**config.mk**
```make
export PLATFORM = sky130hd
export DESIGN_NAME = tlf_tx_fifo_port
export DESIGN_NICKNAME = d
export VERILOG_FILES = /design/src/rtl/tlf_pkg.sv /design/src/rtl/tlf_tx_fifo_port.sv
export VERILOG_INCLUDE_DIRS = /design/src /design/src/rtl
export SDC_FILE = /design/constraint.sdc
export NUM_CORES = 1
export LEC_CHECK = 0
export BUFFER_PORTS_ARGS = -buffer_cell sky130_fd_sc_hd__buf_2
export CAP_MARGIN = 10
export CORE_MARGIN = 1.5
export CORE_UTILIZATION = 35
export DETAILED_ROUTE_END_ITERATION = 10
export HOLD_SLACK_MARGIN = 0.1
export SYNTH_ARGS = -nofsm -noshare
export SYNTH_HDL_FRONTEND = slang
export SYNTH_SLANG_ARGS = --single-unit
```
**constraint.sdc**
```tcl
create_clock -name clock -period 3.5 [get_ports clock]
set_input_delay 0.875 -clock clock [delete_from_list [all_inputs] [get_ports clock]]
set_output_delay 0.875 -clock clock [all_outputs]
set_load 0.01 [all_outputs]
```
**src/rtl/tlf_regs.svh**
```systemverilog
// register offsets, field positions, reset values and constants
// assumes inclusion by the transmit length and fifo port block only
`ifndef TLF_REGS_SVH
`define TLF_REGS_SVH
`define TLF_ADDR_TX_HM 6'h3D
`define TLF_ADDR_TX_LP 6'h3E
`define TLF_ADDR_FIFO 6'h3F
`define TLF_ADDR_FSTAT 6'h39
`define TLF_RST_TX_HM 8'h00
`define TLF_RST_TX_LP 8'h00
`define TLF_LP_CNT_MSB 7
`define TLF_LP_CNT_LSB 4
`define TLF_LP_BITS_MSB 3
`define TLF_LP_BITS_LSB 1
`define TLF_LP_RSV_BIT 0
`define TLF_FIFO_DEPTH 6'h30
`define TLF_FIFO_LAST 6'h2F
`define TLF_FILL_EMPTY 5'h1F
`define TLF_FILL_SAT 5'h1E
`define TLF_CMD_TX_A 8'h90
`define TLF_CMD_TX_B 8'h91
`define TLF_HDR_CMD_BIT 7
`define TLF_HDR_READ_BIT 6
`define TLF_FULL_BYTE_BITS 4'h8
`endif

```
**src/rtl/tlf_pkg.sv**
```systemverilog
// types shared by the transmit length and fifo port block
// assumes nothing beyond a systemverilog compiler
package tlf_pkg;
  typedef enum logic [2:0] {
    TLF_IDLE = 3'b001,
    TLF_SEND = 3'b010,
    TLF_PART = 3'b100
  } tlf_state_type;

  typedef struct packed {
    logic [7:0] data;
    logic [3:0] bits;
    logic last;
  } tlf_word_type;
endpackage : tlf_pkg

```
**src/rtl/tlf_tx_fifo_port.sv**
```systemverilog
// transmit length registers, 2 x 24 byte cyclic fifo and its serial port
// assumes serial pins already synchronous to clock; one clock domain
`timescale 1ns/1ps
`include "tlf_regs.svh"
module tlf_tx_fifo_port import tlf_pkg::*; (
  // clock and reset
  input wire logic clock,
  input wire logic reset_n,
  // serial host port
  input wire logic select_n,
  input wire logic sclk,
  input wire logic mosi,
  output logic miso,
  output logic miso_oe_n,
  // transmit word stream
  output tlf_word_type tx_word,
  output logic tx_valid,
  input wire logic tx_ready
);
  logic sclk_q_ff;
  logic [2:0] bit_cnt_ff;
  logic [6:0] rx_sh_ff;
  logic [7:0] tx_sh_ff;
  logic first_ff;
  logic rd_ff;
  logic cmd_ff;
  logic [5:0] addr_ff;
  logic [7:0] len_hm_ff;
  logic [7:0] len_lp_ff;
  logic [7:0] mem [0:47];
  logic [5:0] wr_ptr_ff;
  logic [5:0] rd_ptr_ff;
  logic [5:0] fill_ff;
  tlf_state_type state_ff;
  tlf_state_type nxt_state;
  logic [11:0] remain_ff;
  logic [1:0] buf_cnt_ff;
  tlf_word_type e1_ff;
  logic sclk_rise;
  logic sclk_fall;
  logic byte_done;
  logic [7:0] rx_byte;
  logic hdr_byte;
  logic hdr_read;
  logic start_tx;
  logic data_wr;
  logic load_rd;
  logic [5:0] rd_addr;
  logic spi_pop;
  logic spi_push;
  logic tx_take;
  logic fifo_pop;
  logic [7:0] rd_data;
  logic [4:0] fill_code;
  tlf_word_type in_word;
  logic out_pop;
  logic buf_ready;

  assign sclk_rise = sclk & ~sclk_q_ff & ~select_n;
  assign sclk_fall = ~sclk & sclk_q_ff & ~select_n;
  assign byte_done = sclk_rise & (bit_cnt_ff == 3'h7);
  assign rx_byte = {rx_sh_ff, mosi};
  assign hdr_byte = byte_done & first_ff;
  assign hdr_read = hdr_byte & ~rx_byte[`TLF_HDR_CMD_BIT]
                  & rx_byte[`TLF_HDR_READ_BIT];
  assign start_tx = hdr_byte & ((rx_byte == `TLF_CMD_TX_A)
                  | (rx_byte == `TLF_CMD_TX_B));
  assign data_wr = byte_done & ~first_ff & ~rd_ff & ~cmd_ff;
  assign load_rd = hdr_read | (byte_done & ~first_ff & rd_ff);
  assign rd_addr = hdr_read ? rx_byte[5:0] : addr_ff;
  assign spi_pop = load_rd & (rd_addr == `TLF_ADDR_FIFO)
                 & (fill_ff != 6'h00);
  assign spi_push = data_wr & (addr_ff == `TLF_ADDR_FIFO)
                  & (fill_ff != `TLF_FIFO_DEPTH);
  // host access wins the read pointer; transmit waits one cycle
  assign tx_take = (((state_ff == TLF_SEND) & (remain_ff != 12'h000))
                 | (state_ff == TLF_PART)) & (fill_ff != 6'h00)
                 & buf_ready & ~spi_pop;
  assign fifo_pop = spi_pop | tx_take;
  assign out_pop = tx_valid & tx_ready;
  assign buf_ready = (buf_cnt_ff != 2'h2);

  always_comb begin
    if (fill_ff == 6'h00) begin
      fill_code = `TLF_FILL_EMPTY;
    end else if (fill_ff >= {1'b0, `TLF_FILL_SAT}) begin
      fill_code = `TLF_FILL_SAT;
    end else begin
      fill_code = fill_ff[4:0];
    end
  end

  always_comb begin
    case (rd_addr)
      `TLF_ADDR_TX_HM: rd_data = len_hm_ff;
      `TLF_ADDR_TX_LP: rd_data = {len_lp_ff[7:1], 1'b0};
      `TLF_ADDR_FIFO: rd_data = spi_pop ? mem[rd_ptr_ff] : 8'h00;
      `TLF_ADDR_FSTAT: rd_data = {3'h0, fill_code};
      default: rd_data = 8'h00;
    endcase
  end

  // serial bit and byte framing
  always_ff @(posedge clock or negedge reset_n) begin
    if (!reset_n) begin
      sclk_q_ff <= 1'b0;
      bit_cnt_ff <= 3'h0;
      rx_sh_ff <= 7'h00;
      first_ff <= 1'b1;
      rd_ff <= 1'b0;
      cmd_ff <= 1'b0;
      addr_ff <= 6'h00;
    end else begin
      sclk_q_ff <= sclk;
      if (select_n) begin
        bit_cnt_ff <= 3'h0;
        first_ff <= 1'b1;
        rd_ff <= 1'b0;
        cmd_ff <= 1'b0;
      end else if (sclk_rise) begin
        bit_cnt_ff <= bit_cnt_ff + 3'h1;
        rx_sh_ff <= rx_byte[6:0];
        if (hdr_byte) begin
          first_ff <= 1'b0;
          cmd_ff <= rx_byte[`TLF_HDR_CMD_BIT];
          rd_ff <= rx_byte[`TLF_HDR_READ_BIT];
          addr_ff <= rx_byte[5:0];
        end
      end
    end
  end

  always_ff @(posedge clock or negedge reset_n) begin
    if (!reset_n) begin
      tx_sh_ff <= 8'h00;
      miso <= 1'b0;
      miso_oe_n <= 1'b1;
    end else begin
      miso_oe_n <= select_n;
      if (load_rd) begin
        tx_sh_ff <= rd_data;
      end else if (sclk_fall) begin
        miso <= tx_sh_ff[7];
        tx_sh_ff <= {tx_sh_ff[6:0], 1'b0};
      end
    end
  end

  // length registers
  always_ff @(posedge clock or negedge reset_n) begin
    if (!reset_n) begin
      len_hm_ff <= `TLF_RST_TX_HM;
      len_lp_ff <= `TLF_RST_TX_LP;
    end else if (data_wr) begin
      if (addr_ff == `TLF_ADDR_TX_HM) begin
        len_hm_ff <= rx_byte;
      end
      if (addr_ff == `TLF_ADDR_TX_LP) begin
        len_lp_ff <= {rx_byte[7:1], 1'b0};
      end
    end
  end

  // cyclic storage, wraps after both banks
  always_ff @(posedge clock) begin
    if (spi_push) begin
      mem[wr_ptr_ff] <= rx_byte;
    end
  end

  always_ff @(posedge clock or negedge reset_n) begin
    if (!reset_n) begin
      wr_ptr_ff <= 6'h00;
      rd_ptr_ff <= 6'h00;
      fill_ff <= 6'h00;
    end else begin
      if (spi_push) begin
        wr_ptr_ff <= (wr_ptr_ff == `TLF_FIFO_LAST) ? 6'h00
                   : wr_ptr_ff + 6'h01;
      end
      if (fifo_pop) begin
        rd_ptr_ff <= (rd_ptr_ff == `TLF_FIFO_LAST) ? 6'h00
                   : rd_ptr_ff + 6'h01;
      end
      if (spi_push & ~fifo_pop) begin
        fill_ff <= fill_ff + 6'h01;
      end else if (fifo_pop & ~spi_push) begin
        fill_ff <= fill_ff - 6'h01;
      end
    end
  end

  // partial byte carries only its bits
  always_comb begin
    in_word.data = mem[rd_ptr_ff];
    if (state_ff == TLF_PART) begin
      in_word.bits = {1'b0, len_lp_ff[`TLF_LP_BITS_MSB:`TLF_LP_BITS_LSB]};
      in_word.last = 1'b1;
    end else begin
      in_word.bits = `TLF_FULL_BYTE_BITS;
      in_word.last = (remain_ff == 12'h001)
                   & (len_lp_ff[`TLF_LP_BITS_MSB:`TLF_LP_BITS_LSB] == 3'h0);
    end
  end

  always_comb begin
    nxt_state = state_ff;
    case (state_ff)
      TLF_IDLE: begin
        if (start_tx) begin
          nxt_state = TLF_SEND;
        end
      end
      TLF_SEND: begin
        if (remain_ff == 12'h000) begin
          nxt_state = (len_lp_ff[`TLF_LP_BITS_MSB:`TLF_LP_BITS_LSB]
                      != 3'h0) ? TLF_PART : TLF_IDLE;
        end
      end
      TLF_PART: begin
        if (tx_take) begin
          nxt_state = TLF_IDLE;
        end
      end
      default: nxt_state = TLF_IDLE;
    endcase
  end

  always_ff @(posedge clock or negedge reset_n) begin
    if (!reset_n) begin
      state_ff <= TLF_IDLE;
      remain_ff <= 12'h000;
    end else begin
      state_ff <= nxt_state;
      if ((state_ff == TLF_IDLE) & start_tx) begin
        remain_ff <= {len_hm_ff, len_lp_ff[`TLF_LP_CNT_MSB:`TLF_LP_CNT_LSB]};
      end else if (tx_take & (state_ff == TLF_SEND)) begin
        remain_ff <= remain_ff - 12'h001;
      end
    end
  end

  // two-entry buffer; the head entry is the output register
  always_ff @(posedge clock or negedge reset_n) begin
    if (!reset_n) begin
      buf_cnt_ff <= 2'h0;
      tx_word <= '0;
      e1_ff <= '0;
      tx_valid <= 1'b0;
    end else begin
      case ({tx_take, out_pop})
        2'b10: begin
          if (buf_cnt_ff == 2'h0) begin
            tx_word <= in_word;
          end else begin
            e1_ff <= in_word;
          end
          buf_cnt_ff <= buf_cnt_ff + 2'h1;
          tx_valid <= 1'b1;
        end
        2'b01: begin
          tx_word <= e1_ff;
          buf_cnt_ff <= buf_cnt_ff - 2'h1;
          tx_valid <= (buf_cnt_ff == 2'h2);
        end
        2'b11: begin
          if (buf_cnt_ff == 2'h1) begin
            tx_word <= in_word;
          end else begin
            tx_word <= e1_ff;
            e1_ff <= in_word;
          end
        end
        default: begin
          tx_valid <= (buf_cnt_ff != 2'h0);
        end
      endcase
    end
  end
endmodule : tlf_tx_fifo_port

```
# Word-level counts from Yosys, hierarchy flattened
# Memories as Yosys holds them, arrays and structs flattened.
# Index checks and enable logic that the tools add are counted.
# totals
register_bits	107
ramBits	384
in_bits	6
wordCells	171
n_memories	1
# memory_table
name	words	word_bits	read_ports	rd_clocked_by_memory_dff	write_ports	line	source
mem	48	8	1	0	1	tlf_tx_fifo_port.sv:30	logic [7:0] mem [0:47];
# classes
add_sub_neg	8
n_lt_le_gt_ge	1
eq_ne	29
muxes	40
n_bitwise	42
reduce_logical	25
# op_table
cell	count
$eq 6x6->1 const B	9
$mux 13	4
$pmux 13 s3	1
$pmux 8 s4	1
$mux 6	5
$and 1x1->1	27
$pmux 13 s2	1
$mux 12	2
$mux 8	3
$add 6x1->6 const B	3
$mux 3	6
$eq 8x8->1 const B	2
$reduce_bool 2->1	8
$mux 5	3
$ne 2x2->1 const B	7
$eq 12x1->1 const B	1
$logic_not 12->1	1
$reduce_and 2->1	6
$reduce_bool 12->1	1
$sub 12x1->12 const B	1
$mux 1	11
$not 1->1	11
$pmux 3 s3	1
$reduce_and 3->1	3
19 further kinds	27

# Depth between registers and ports, before layout
# Gate-level depths: netlist (run 1).
# depth
depth_word	17
ltp_mapped	16
ltp_nobuf	15

# Least setup slack after synthesis (run 1)
# No wires, ideal clock.
# synth_path
kind	input to register
start	in select_n
end	reg e1_ff[8] (netlist bit)
setup_time_ns	0.125
t_arrival_ns	3.374
slack_ns	0.002
stages	12
path_cell_list	buf_2 nand4bb_1 buf_2 nor2_4 mux2i_1 o21ai_1 buf_2 inv_2 ha_1 o211a_1 clkbuf_1 mux2_2
# synth_via
elab_chain_cells	15
# synth_lines
element	line	source
start: declaration	tlf_tx_fifo_port.sv:10	input wire logic select_n,
$not 1->1 (no source line) (*)	-	
$and 1x1->1 (*)	tlf_tx_fifo_port.sv:59	assign sclk_rise = sclk & ~sclk_q_ff & ~select_n;
$and 1x1->1 (*)	tlf_tx_fifo_port.sv:61	assign byte_done = sclk_rise & (bit_cnt_ff == 3'h7);
$and 1x1->1	tlf_tx_fifo_port.sv:63	assign hdr_byte = byte_done & first_ff;
$and 1x1->1 (2 in series)	tlf_tx_fifo_port.sv:64	assign hdr_read = hdr_byte & ~rx_byte[`TLF_HDR_CMD_BIT]
$mux 6	tlf_tx_fifo_port.sv:70	assign rd_addr = hdr_read ? rx_byte[5:0] : addr_ff;
$eq 6x6->1	-	
$and 1x1->1 (*) (2 in series)	tlf_tx_fifo_port.sv:71	assign spi_pop = load_rd & (rd_addr == `TLF_ADDR_FIFO)
$not 1->1 (*)	tlf_tx_fifo_port.sv:78	& buf_ready & ~spi_pop;
$and 1x1->1 (*)	tlf_tx_fifo_port.sv:78	
$eq 2x2->1	tlf_tx_fifo_port.sv:251	case ({tx_take, out_pop})
$ne 2x2->1 (no source line) or $reduce_bool 2->1 (tied branches)	-	
$reduce_and 3->1 (no source line)	-	
end signal: assignment	tlf_tx_fifo_port.sv:256	e1_ff <= in_word;
end signal: assignment	tlf_tx_fifo_port.sv:271	e1_ff <= in_word;
end: declaration	tlf_tx_fifo_port.sv:38	tlf_word_type e1_ff;
# Mark *: on every way between the ends. The rest lies on a longest branch, timed or not.
# A chain may end at the register's enable or synchronous reset.

# Worst setup path in the final report (run 1)
# layout_path
start	reg remain_ff[0]
end	reg tx_word[11] (netlist bit)
# layout_via
elab_chain_cells	9
# layout_lines
element	line	source
start: declaration	tlf_tx_fifo_port.sv:36	logic [11:0] remain_ff;
start signal: assignment	tlf_tx_fifo_port.sv:236	remain_ff <= {len_hm_ff, len_lp_ff[`TLF_LP_CNT_MSB:`TLF_LP_CNT_LSB]};
start signal: assignment	tlf_tx_fifo_port.sv:238	remain_ff <= remain_ff - 12'h001;
$reduce_bool 12->1 (*)	tlf_tx_fifo_port.sv:76	assign tx_take = (((state_ff == TLF_SEND) & (remain_ff != 12'h000))
$and 1x1->1 (*)	tlf_tx_fifo_port.sv:76	
$or 1x1->1 (*)	tlf_tx_fifo_port.sv:77	| (state_ff == TLF_PART)) & (fill_ff != 6'h00)
$and 1x1->1 (*)	tlf_tx_fifo_port.sv:77	
$and 1x1->1 (*) (2 in series)	tlf_tx_fifo_port.sv:78	
$eq 2x2->1 or $eq 2x1->1 (tied branches)	tlf_tx_fifo_port.sv:251	
$ne 2x2->1 (no source line) or $reduce_bool 3->1 (tied branches)	-	
$reduce_and 2->1 (no source line)	-	
end signal: assignment	tlf_tx_fifo_port.sv:254	tx_word <= in_word;
end signal: assignment	tlf_tx_fifo_port.sv:268	tx_word <= in_word;
end: declaration	tlf_tx_fifo_port.sv:16	output tlf_word_type tx_word,
# Marked as above.

==> results of run 1 <==
worst max-delay path, cell delays in order, from the launching register on:
cell     delay, ns
dfrtp_1       0.40
inv_1         0.11
ha_1          0.20
or3b_2        0.48
nor4_4        0.25
a21oi_2       0.19
o21ai_1       0.25
inv_2         0.07
ha_1          0.25
o21a_1        0.32
nor3_1        0.41
a22oi_1       0.13
o21ai_1       0.10
layout by cell type (no fill, tap or decap), types with 8 or more instances in the layout:
master	count
a21oi_1	29
a22oi_1	10
buf_2	20
buf_4	91
clkbuf_1	12
clkbuf_16	50
clkinv_1	11
clkinv_2	9
dfrtp_1	95
edfxtp_1	384
ha_1	14
inv_1	18
mux2_2	31
mux2i_1	31
mux4_2	108
nand2_1	66
nand3_1	27
nand3b_1	8
nand4_1	8
nor2_1	103
nor3_1	18
o21ai_0	17
o21ai_1	19
o22ai_1	9
or3_1	9
xnor2_1	8
state kept, by name, summed over array words and instances, names as in the netlist, 2 cells and up:
signal and count:
mem 384, e1_ff 13, tx_word 13, remain_ff 12, len_hm_ff 8, tx_sh_ff 8, len_lp_ff 7, rx_sh_ff 7
addr_ff 6, fill_ff 6, rd_ptr_ff 6, wr_ptr_ff 6, bit_cnt_ff 3, state_ff 3, buf_cnt_ff 2
cells by family (layout without fill, tap and decap cells):
logic type | Yosys count | count (layout)
flops | 491 | 491
simple gates | 289 | 289
mux | 173 | 173
compound gates | 155 | 155
buf+inv | 85 | 229
fa+ha+maj | 14 | 14
xor+xnor | 13 | 13
path summary, 6_finish.rpt:
| path | from | to | cells after the start |
|---|---|---|---|
| min reg2reg | tx_word[9]$_DFFE_PN0P_ | tx_word[9]$_DFFE_PN0P_ | 2 |
| min in group clock | sclk | sclk_q_ff$_DFF_PN0_ | 1 |
| max | remain_ff[0]$_DFFE_PN0P_ | tx_word[11]$_DFFE_PN0P_ | 12 |
| max in group asynchronous | reset_n | state_ff[0]$_DFFE_PN1P_ | 2 |
| min | reset_n | tx_word[10]$_DFFE_PN0P_ | 1 |
| max reg2reg | remain_ff[0]$_DFFE_PN0P_ | tx_word[11]$_DFFE_PN0P_ | 12 |
routing by layer:
metal / track usage, % / vias to the layer above / part of all wire [%]
met5: 0 / - / 0
met1: 21.53 / 5818 / 45
met4: 4.757 / 0 / 2.4
li1: - / 5063 / -
met3: 2.438 / 77 / 4.8
met2: 25.10 / 265 / 48
layout make-up:
class	instances	area, um^2
timing repair buffer	117	903.4
sequential	491	14230
tap	765	957.2
clock buffer	62	1296
fill	5207	34190
clock inverter	28	250.2
multi-input combinational	644	5894
inverter	22	82.58
power by group through the flow:
stage | logic, mW | clock network, mW | registers (mW)
after floorplan | 1.05 | 0 | 7.40
after global placement | 2.07 | 0 | 7.20
after detailed placement | 2.11 | 0 | 7.21
after CTS | 2.12 | 5.22 | 7.09
after global routing | 2.29 | 5.41 | 7.11
final | 2.09 | 5.10 | 7.08
through the flow:
stage | power, mW | worst slack [ns] | utilization [%] | hold WS, ns
floorplan | 8.449 | 0.001780 | - | 0.4391
global placement | 9.262 | 0.1375 | 38.15 | 0.4679
detailed placement | 9.320 | 0.04858 | 38.15 | 0.4856
CTS | 14.42 | 0.1423 | 40.83 | 0.3377
global route | 14.81 | 0.05338 | 40.85 | 0.3709
finish | 14.27 | 0.2567 | 40.85 | 0.3251
==> flow_metrics.env, run 1 <==
export IMPL_status="completed"
export IMPL_clock_sinks=491
export IMPL_synth_edf_count=384
export IMPL_ant_nets=0
export IMPL_route_detailed_drc=0
export IMPL_grt_ovfl_total=0
export IMPL_hpwl_um=29280
export IMPL_synth_top_family_by_area="multiplexers"
export IMPL_antenna_found_initial=0
export IMPL_cp_arrival_ns=3.75
export IMPL_combPwrFrac_pct=14.6
export IMPL_cts_max_level=2
export IMPL_syn2layout_area_growth_pct=15.28
export IMPL_drt_iter0_drc=904
export IMPL_yosys_area_share_simple_pct=6.841
export IMPL_syn_num_nets=1240
export IMPL_yosysSeqAreaShare_pct=69.38
export IMPL_final_nets=1346
export IMPL_p_seq_share_pct=49.6
export IMPL_hold_violations=0
export IMPL_antenna_cells=0
export IMPL_p_sw_mw=3.665
export IMPL_synth_xor_area_share_pct=0.5559
export IMPL_die_width_um=244.9
export IMPL_worstPathRequired_ns=4.01
export IMPL_worst_path_max_fanout=10
export IMPL_synth_avg_cell_area_um2=16.79
export IMPL_die_area_um2=59980
export IMPL_tns_ns=0
export IMPL_ys_top_cells_by_area="edfxtp_1 (56%), dfrtp_1 (13%), mux4_2 (12%)"
export IMPL_post_cts_buffers=0
export IMPL_synth_compound_area_share_pct=5.204
export IMPL_post_route_min_period_ns=3.243
export IMPL_synthMuxAreaShare_pct=15.26
export IMPL_postCtsHoldBufs=0
export IMPL_synth_cell_area_um2=20480
export IMPL_synth_top_cell_area_share_pct=56.29
export IMPL_grt_pass1_wl_um=70520
export IMPL_yosysWarnings=0
export IMPL_synthFlopType="edfxtp_1"
export IMPL_power_density_nw_per_um2=604.2
export IMPL_cp_start_kind="flip-flop"
export IMPL_synth_most_common_cell="edfxtp_1"
export IMPL_dr_pass1_iters=5
export IMPL_worst_r2r_setup_slack_ns=0.26
export IMPL_final_setup_viol_count=0
export IMPL_fp_dieH_um=244.9
export IMPL_fin_crit_sh_pct=92.66
export IMPL_wl_um=45790
export IMPL_placedCellCount=2039
export IMPL_io_buffers=21
export IMPL_cts_resized=0
export IMPL_cap_viol_max_count=0
export IMPL_slew_headroom_pct=49.20
export IMPL_detail_route_vias_per_cell=5.271
export IMPL_layout_drive_gt1_share_pct=26.03
export IMPL_grt_pass1_vias=11400
export IMPL_ys_top_cells_by_count="edfxtp_1 (384), mux4_2 (108), dfrtp_1 (104), nor2_1 (103), nand2_1 (66)"
export IMPL_synthDistinctLibCells=75
export IMPL_rsz0062_at_grt="false"
export IMPL_synthArstFlopShare_pct=21.79
export IMPL_path_class="reg2reg"
export IMPL_hold_path_class="in2async"
export IMPL_grt_max_degree=57
export IMPL_vias=11220
export IMPL_track_usage_pct=15.51
export IMPL_synth_seq_cells=491
export IMPL_root_buffer="clkbuf_16"
export IMPL_fin_area_um2=23610
export IMPL_postSynthCellCount=1220
export IMPL_worst_slew_pin_transition_ns=0.7620
export IMPL_p_leak_nw=8.286
export IMPL_place_gp_congestion=0.7953
export IMPL_fin_cells=2129
export IMPL_slew_violations=0
export IMPL_pwr_share_clk_pct=35.7
export IMPL_cts_tree="done"
export IMPL_place_area_um2=22050
export IMPL_p_int_mw=10.60
export IMPL_clock_latency_ns=0.59
export IMPL_yosysTopAreaCell="edfxtp_1"
export IMPL_critPathCaptureType="flip-flop"
export IMPL_clock_fmax_ghz=0.3083
export IMPL_core_um2=57810
export IMPL_path_clk_slew_ns=0.06
export IMPL_initial_core_util_pct=35.44
export IMPL_final_setup_skew_ns=0.01175
export IMPL_ir_drop_v=0.0004207
export IMPL_wl_per_cell_um=21.51
export IMPL_swShare_pct=25.69
export IMPL_fp_row_count=88
export IMPL_numCtsBuffers=50
export IMPL_synth_adder_area_share_pct=0.8552
export IMPL_clock_path_buffers=3
export IMPL_ios=22
Note: power is estimated with default switching activity, not from simulation.
==> inputs of run 2 (changes only) <==
--- a/config.mk
+++ b/config.mk
@@ -6,6 +6,7 @@
 export SDC_FILE = /design/constraint.sdc
 export NUM_CORES = 1
 export LEC_CHECK = 0
+export ABC_AREA = 1
 export BUFFER_PORTS_ARGS = -buffer_cell sky130_fd_sc_hd__buf_2
 export CAP_MARGIN = 10
 export CORE_MARGIN = 1.5
==> flow_metrics.env, run 2 <==
export IMPL_placedCellCount=2607
export IMPL_final_setup_skew_ns=0.01421
export IMPL_ant_nets=0
export IMPL_critical_path_max_stage_delay_ns=0.40
export IMPL_cts_max_level=2
export IMPL_postCtsHoldBufs=0
export IMPL_yosysWarnings=0
export IMPL_route_detailed_drc=0
export IMPL_final_nets=1913
export IMPL_postSynthCellCount=1815
export IMPL_final_common_cell="edfxtp_1"
export IMPL_hpwl_um=32010
export IMPL_fp_dieH_um=246.1
export IMPL_synthDistinctLibCells=54
export IMPL_antenna_cells=0
export IMPL_place_gp_congestion=0.8771
export IMPL_grt_max_degree=128
export IMPL_yosysSeqAreaShare_pct=68.69
export IMPL_worstPathRequired_ns=3.97
export IMPL_slew_violations=0
export IMPL_post_route_min_period_ns=3.131
export IMPL_path_class="reg2reg"
export IMPL_cp_start_kind="flip-flop"
export IMPL_critPathCaptureType="flip-flop"
export IMPL_cp_arrival_ns=3.60
export IMPL_initial_core_util_pct=35.66
export IMPL_worst_slew_pin_transition_ns=0.9366
export IMPL_synthFlopType="edfxtp_1"
export IMPL_ios=22
export IMPL_syn2layout_area_growth_pct=15.42
export IMPL_wl_per_cell_um=19.49
export IMPL_synth_seq_cells=491
export IMPL_final_setup_viol_count=0
export IMPL_hold_path_class="in2async"
export IMPL_detail_route_vias_per_cell=5.298
export IMPL_status="completed"
export IMPL_die_width_um=246.1
export IMPL_wl_met3_um=2768
export IMPL_worst_path_max_delay_cell="dfrtp_1"
export IMPL_root_buffer="clkbuf_16"
export IMPL_finalPower_mw=12.92
export IMPL_fp_row_count=88
export IMPL_synth_cell_area_um2=20690
export IMPL_top_regs="mem x384, e1_ff x13, tx_word x13"
export IMPL_fin_crit_sh_pct=89.45
export IMPL_io_buffers=21
export IMPL_top_layer_used="met4"
export IMPL_post_cts_buffers=0
export IMPL_synth_most_common_cell="edfxtp_1"
export IMPL_cts_resized=0
export IMPL_vias=14300
export IMPL_clock_sinks=491
export IMPL_track_usage_pct=17.43
export IMPL_rsz0062_at_grt="false"
export IMPL_ys_top_cells_by_area="edfxtp_1 (56%), dfrtp_1 (13%), o21ai_0 (6.4%)"
export IMPL_hold_violations=0
export IMPL_synth_edf_count=384
export IMPL_p_leak_nw=8.720
export IMPL_clock_latency_ns=0.59
export IMPL_clock_fmax_ghz=0.3194
export IMPL_ir_drop_v=0.0003567
export IMPL_place_area_um2=22240
export IMPL_grt_pass1_wl_um=81560
export IMPL_layout_drive_gt1_share_pct=12.26
export IMPL_wl_um=52580
export IMPL_wl_met2_um=24860
export IMPL_antenna_found_initial=0
export IMPL_largest_register_ffs=384
export IMPL_path_clk_slew_ns=0.06
export IMPL_met1_length_um=23090
export IMPL_syn_num_nets=1835
export IMPL_power_density_nw_per_um2=541.2
export IMPL_synthArstFlopShare_pct=21.79
export IMPL_final_cell_mix="edfxtp_1 (384), nor2_1 (303), o21ai_0 (262)"
export IMPL_regMostFlops="mem"
export IMPL_slew_headroom_pct=37.56
export IMPL_clock_path_buffers=3
export IMPL_timing_hold_ws_ns=0.2541
export IMPL_grt_pass1_vias=14190
export IMPL_fin_area_um2=23880
export IMPL_grt_ovfl_total=0
export IMPL_fin_cells=2698
export IMPL_worst_path_max_fanout=8
export IMPL_dr_pass1_iters=7
export IMPL_yosysTopAreaCell="edfxtp_1"
export IMPL_cts_tree="done"
export IMPL_numCtsBuffers=49
export IMPL_core_um2=58030
export IMPL_synth_avg_cell_area_um2=11.40
export IMPL_ys_top_cells_by_count="edfxtp_1 (384), nor2_1 (303), o21ai_0 (264), nand2_1 (200), dfrtp_1 (104)"
export IMPL_die_area_um2=60580
export IMPL_drt_iter0_drc=1364
export IMPL_cap_viol_max_count=0
export IMPL_synth_top_cell_area_share_pct=55.73
export IMPL_worstPathCellList="ha_1 > ha_1 > inv_1 > nor2_8 > nand4_1 > nand2_1 > nor2_4 > nand3_4 > inv_4 > nor2_8 > ha_1 > inv_1 > nor2_1 > o21ai_1 > inv_1 > a221oi_1 > nor2_1"
==> run 2: layout make-up <==
type | count | area [um^2]
inverters | 105 | 401.6
flip-flops and latches | 491 | 14220
clock buffers | 62 | 1348
well taps | 765 | 957.2
clock inverters | 29 | 290.3
multi-input cells | 1128 | 5722
fillers | 5391 | 34150
repair buffers | 118 | 935.9
==> run 2: kinds of logic (layout without fill, tap and decap cells) <==
logic type | Yosys count | after routing | share of synthesized area, %
flops | 491 | 491 | 68.69
xor+xnor | 15 | 15 | 0.6349
simple gates | 647 | 647 | 13.55
buf+inv | 196 | 314 | 3.653
fa+ha+maj | 14 | 14 | 0.8466
mux | 1 | 1 | 0.05442
compound gates | 451 | 451 | 12.57
==> run 2: report_power, final <==
group          total (mW)  switching [mW]  leakage, nW  internal [mW]
logic               0.865           0.649         3.06          0.216
registers            6.71          0.0714         4.85           6.64
clock network        5.35            2.19        0.810           3.16
total                12.9            2.91         8.72           10.0
==> run 2: worst paths after layout <==
check                           depth (start not counted)  slack, ns                       from                      to
worst max-delay path                                   17       0.37  bit_cnt_ff[0]$_DFFE_PN0P_  tx_word[2]$_DFFE_PN0P_
worst max register to register                         17       0.37  bit_cnt_ff[0]$_DFFE_PN0P_  tx_word[2]$_DFFE_PN0P_
min in group clock                                      1       0.45                   select_n     miso_oe_n$_DFF_PN1_
worst min-delay path                                    1       0.25                    reset_n    e1_ff[6]$_DFFE_PN0P_
max in group asynchronous                               2       2.46                    reset_n    first_ff$_DFFE_PN1P_
worst min register to register                          2       0.49     addr_ff[4]$_DFFE_PN0P_  addr_ff[4]$_DFFE_PN0P_
==> run 2: worst max-delay path: cells and delay by family, from the launching register on <==
family | cells | cell delay (ns)
AOI/OAI and AO/OA | 2 | 0.52
adders and majority gates | 3 | 0.68
buffers and inverters | 4 | 0.59
DFF | 1 | 0.40
and+or+nand+nor | 8 | 0.81
==> run 2: per-layer routing <==
layer	GRT usage [%]	vias up
li1	-	6687
met1	23.32	7085
met2	28.37	413
met3	2.277	110
met4	7.597	0
met5	0	-
==> run 2: metrics by stage <==
| stage | setup WS [ns] | util [%] | TNS (ns) |
|---|---|---|---|
| floorplan | 0.1817 | - | 0 |
| global placement | 0.05902 | 38.33 | 0 |
| detailed placement | -0.05320 | 38.33 | -0.1462 |
| CTS | 0.2638 | 41.15 | 0 |
| global route | 0.05047 | 41.15 | 0 |
| finish | 0.3692 | 41.15 | 0 |
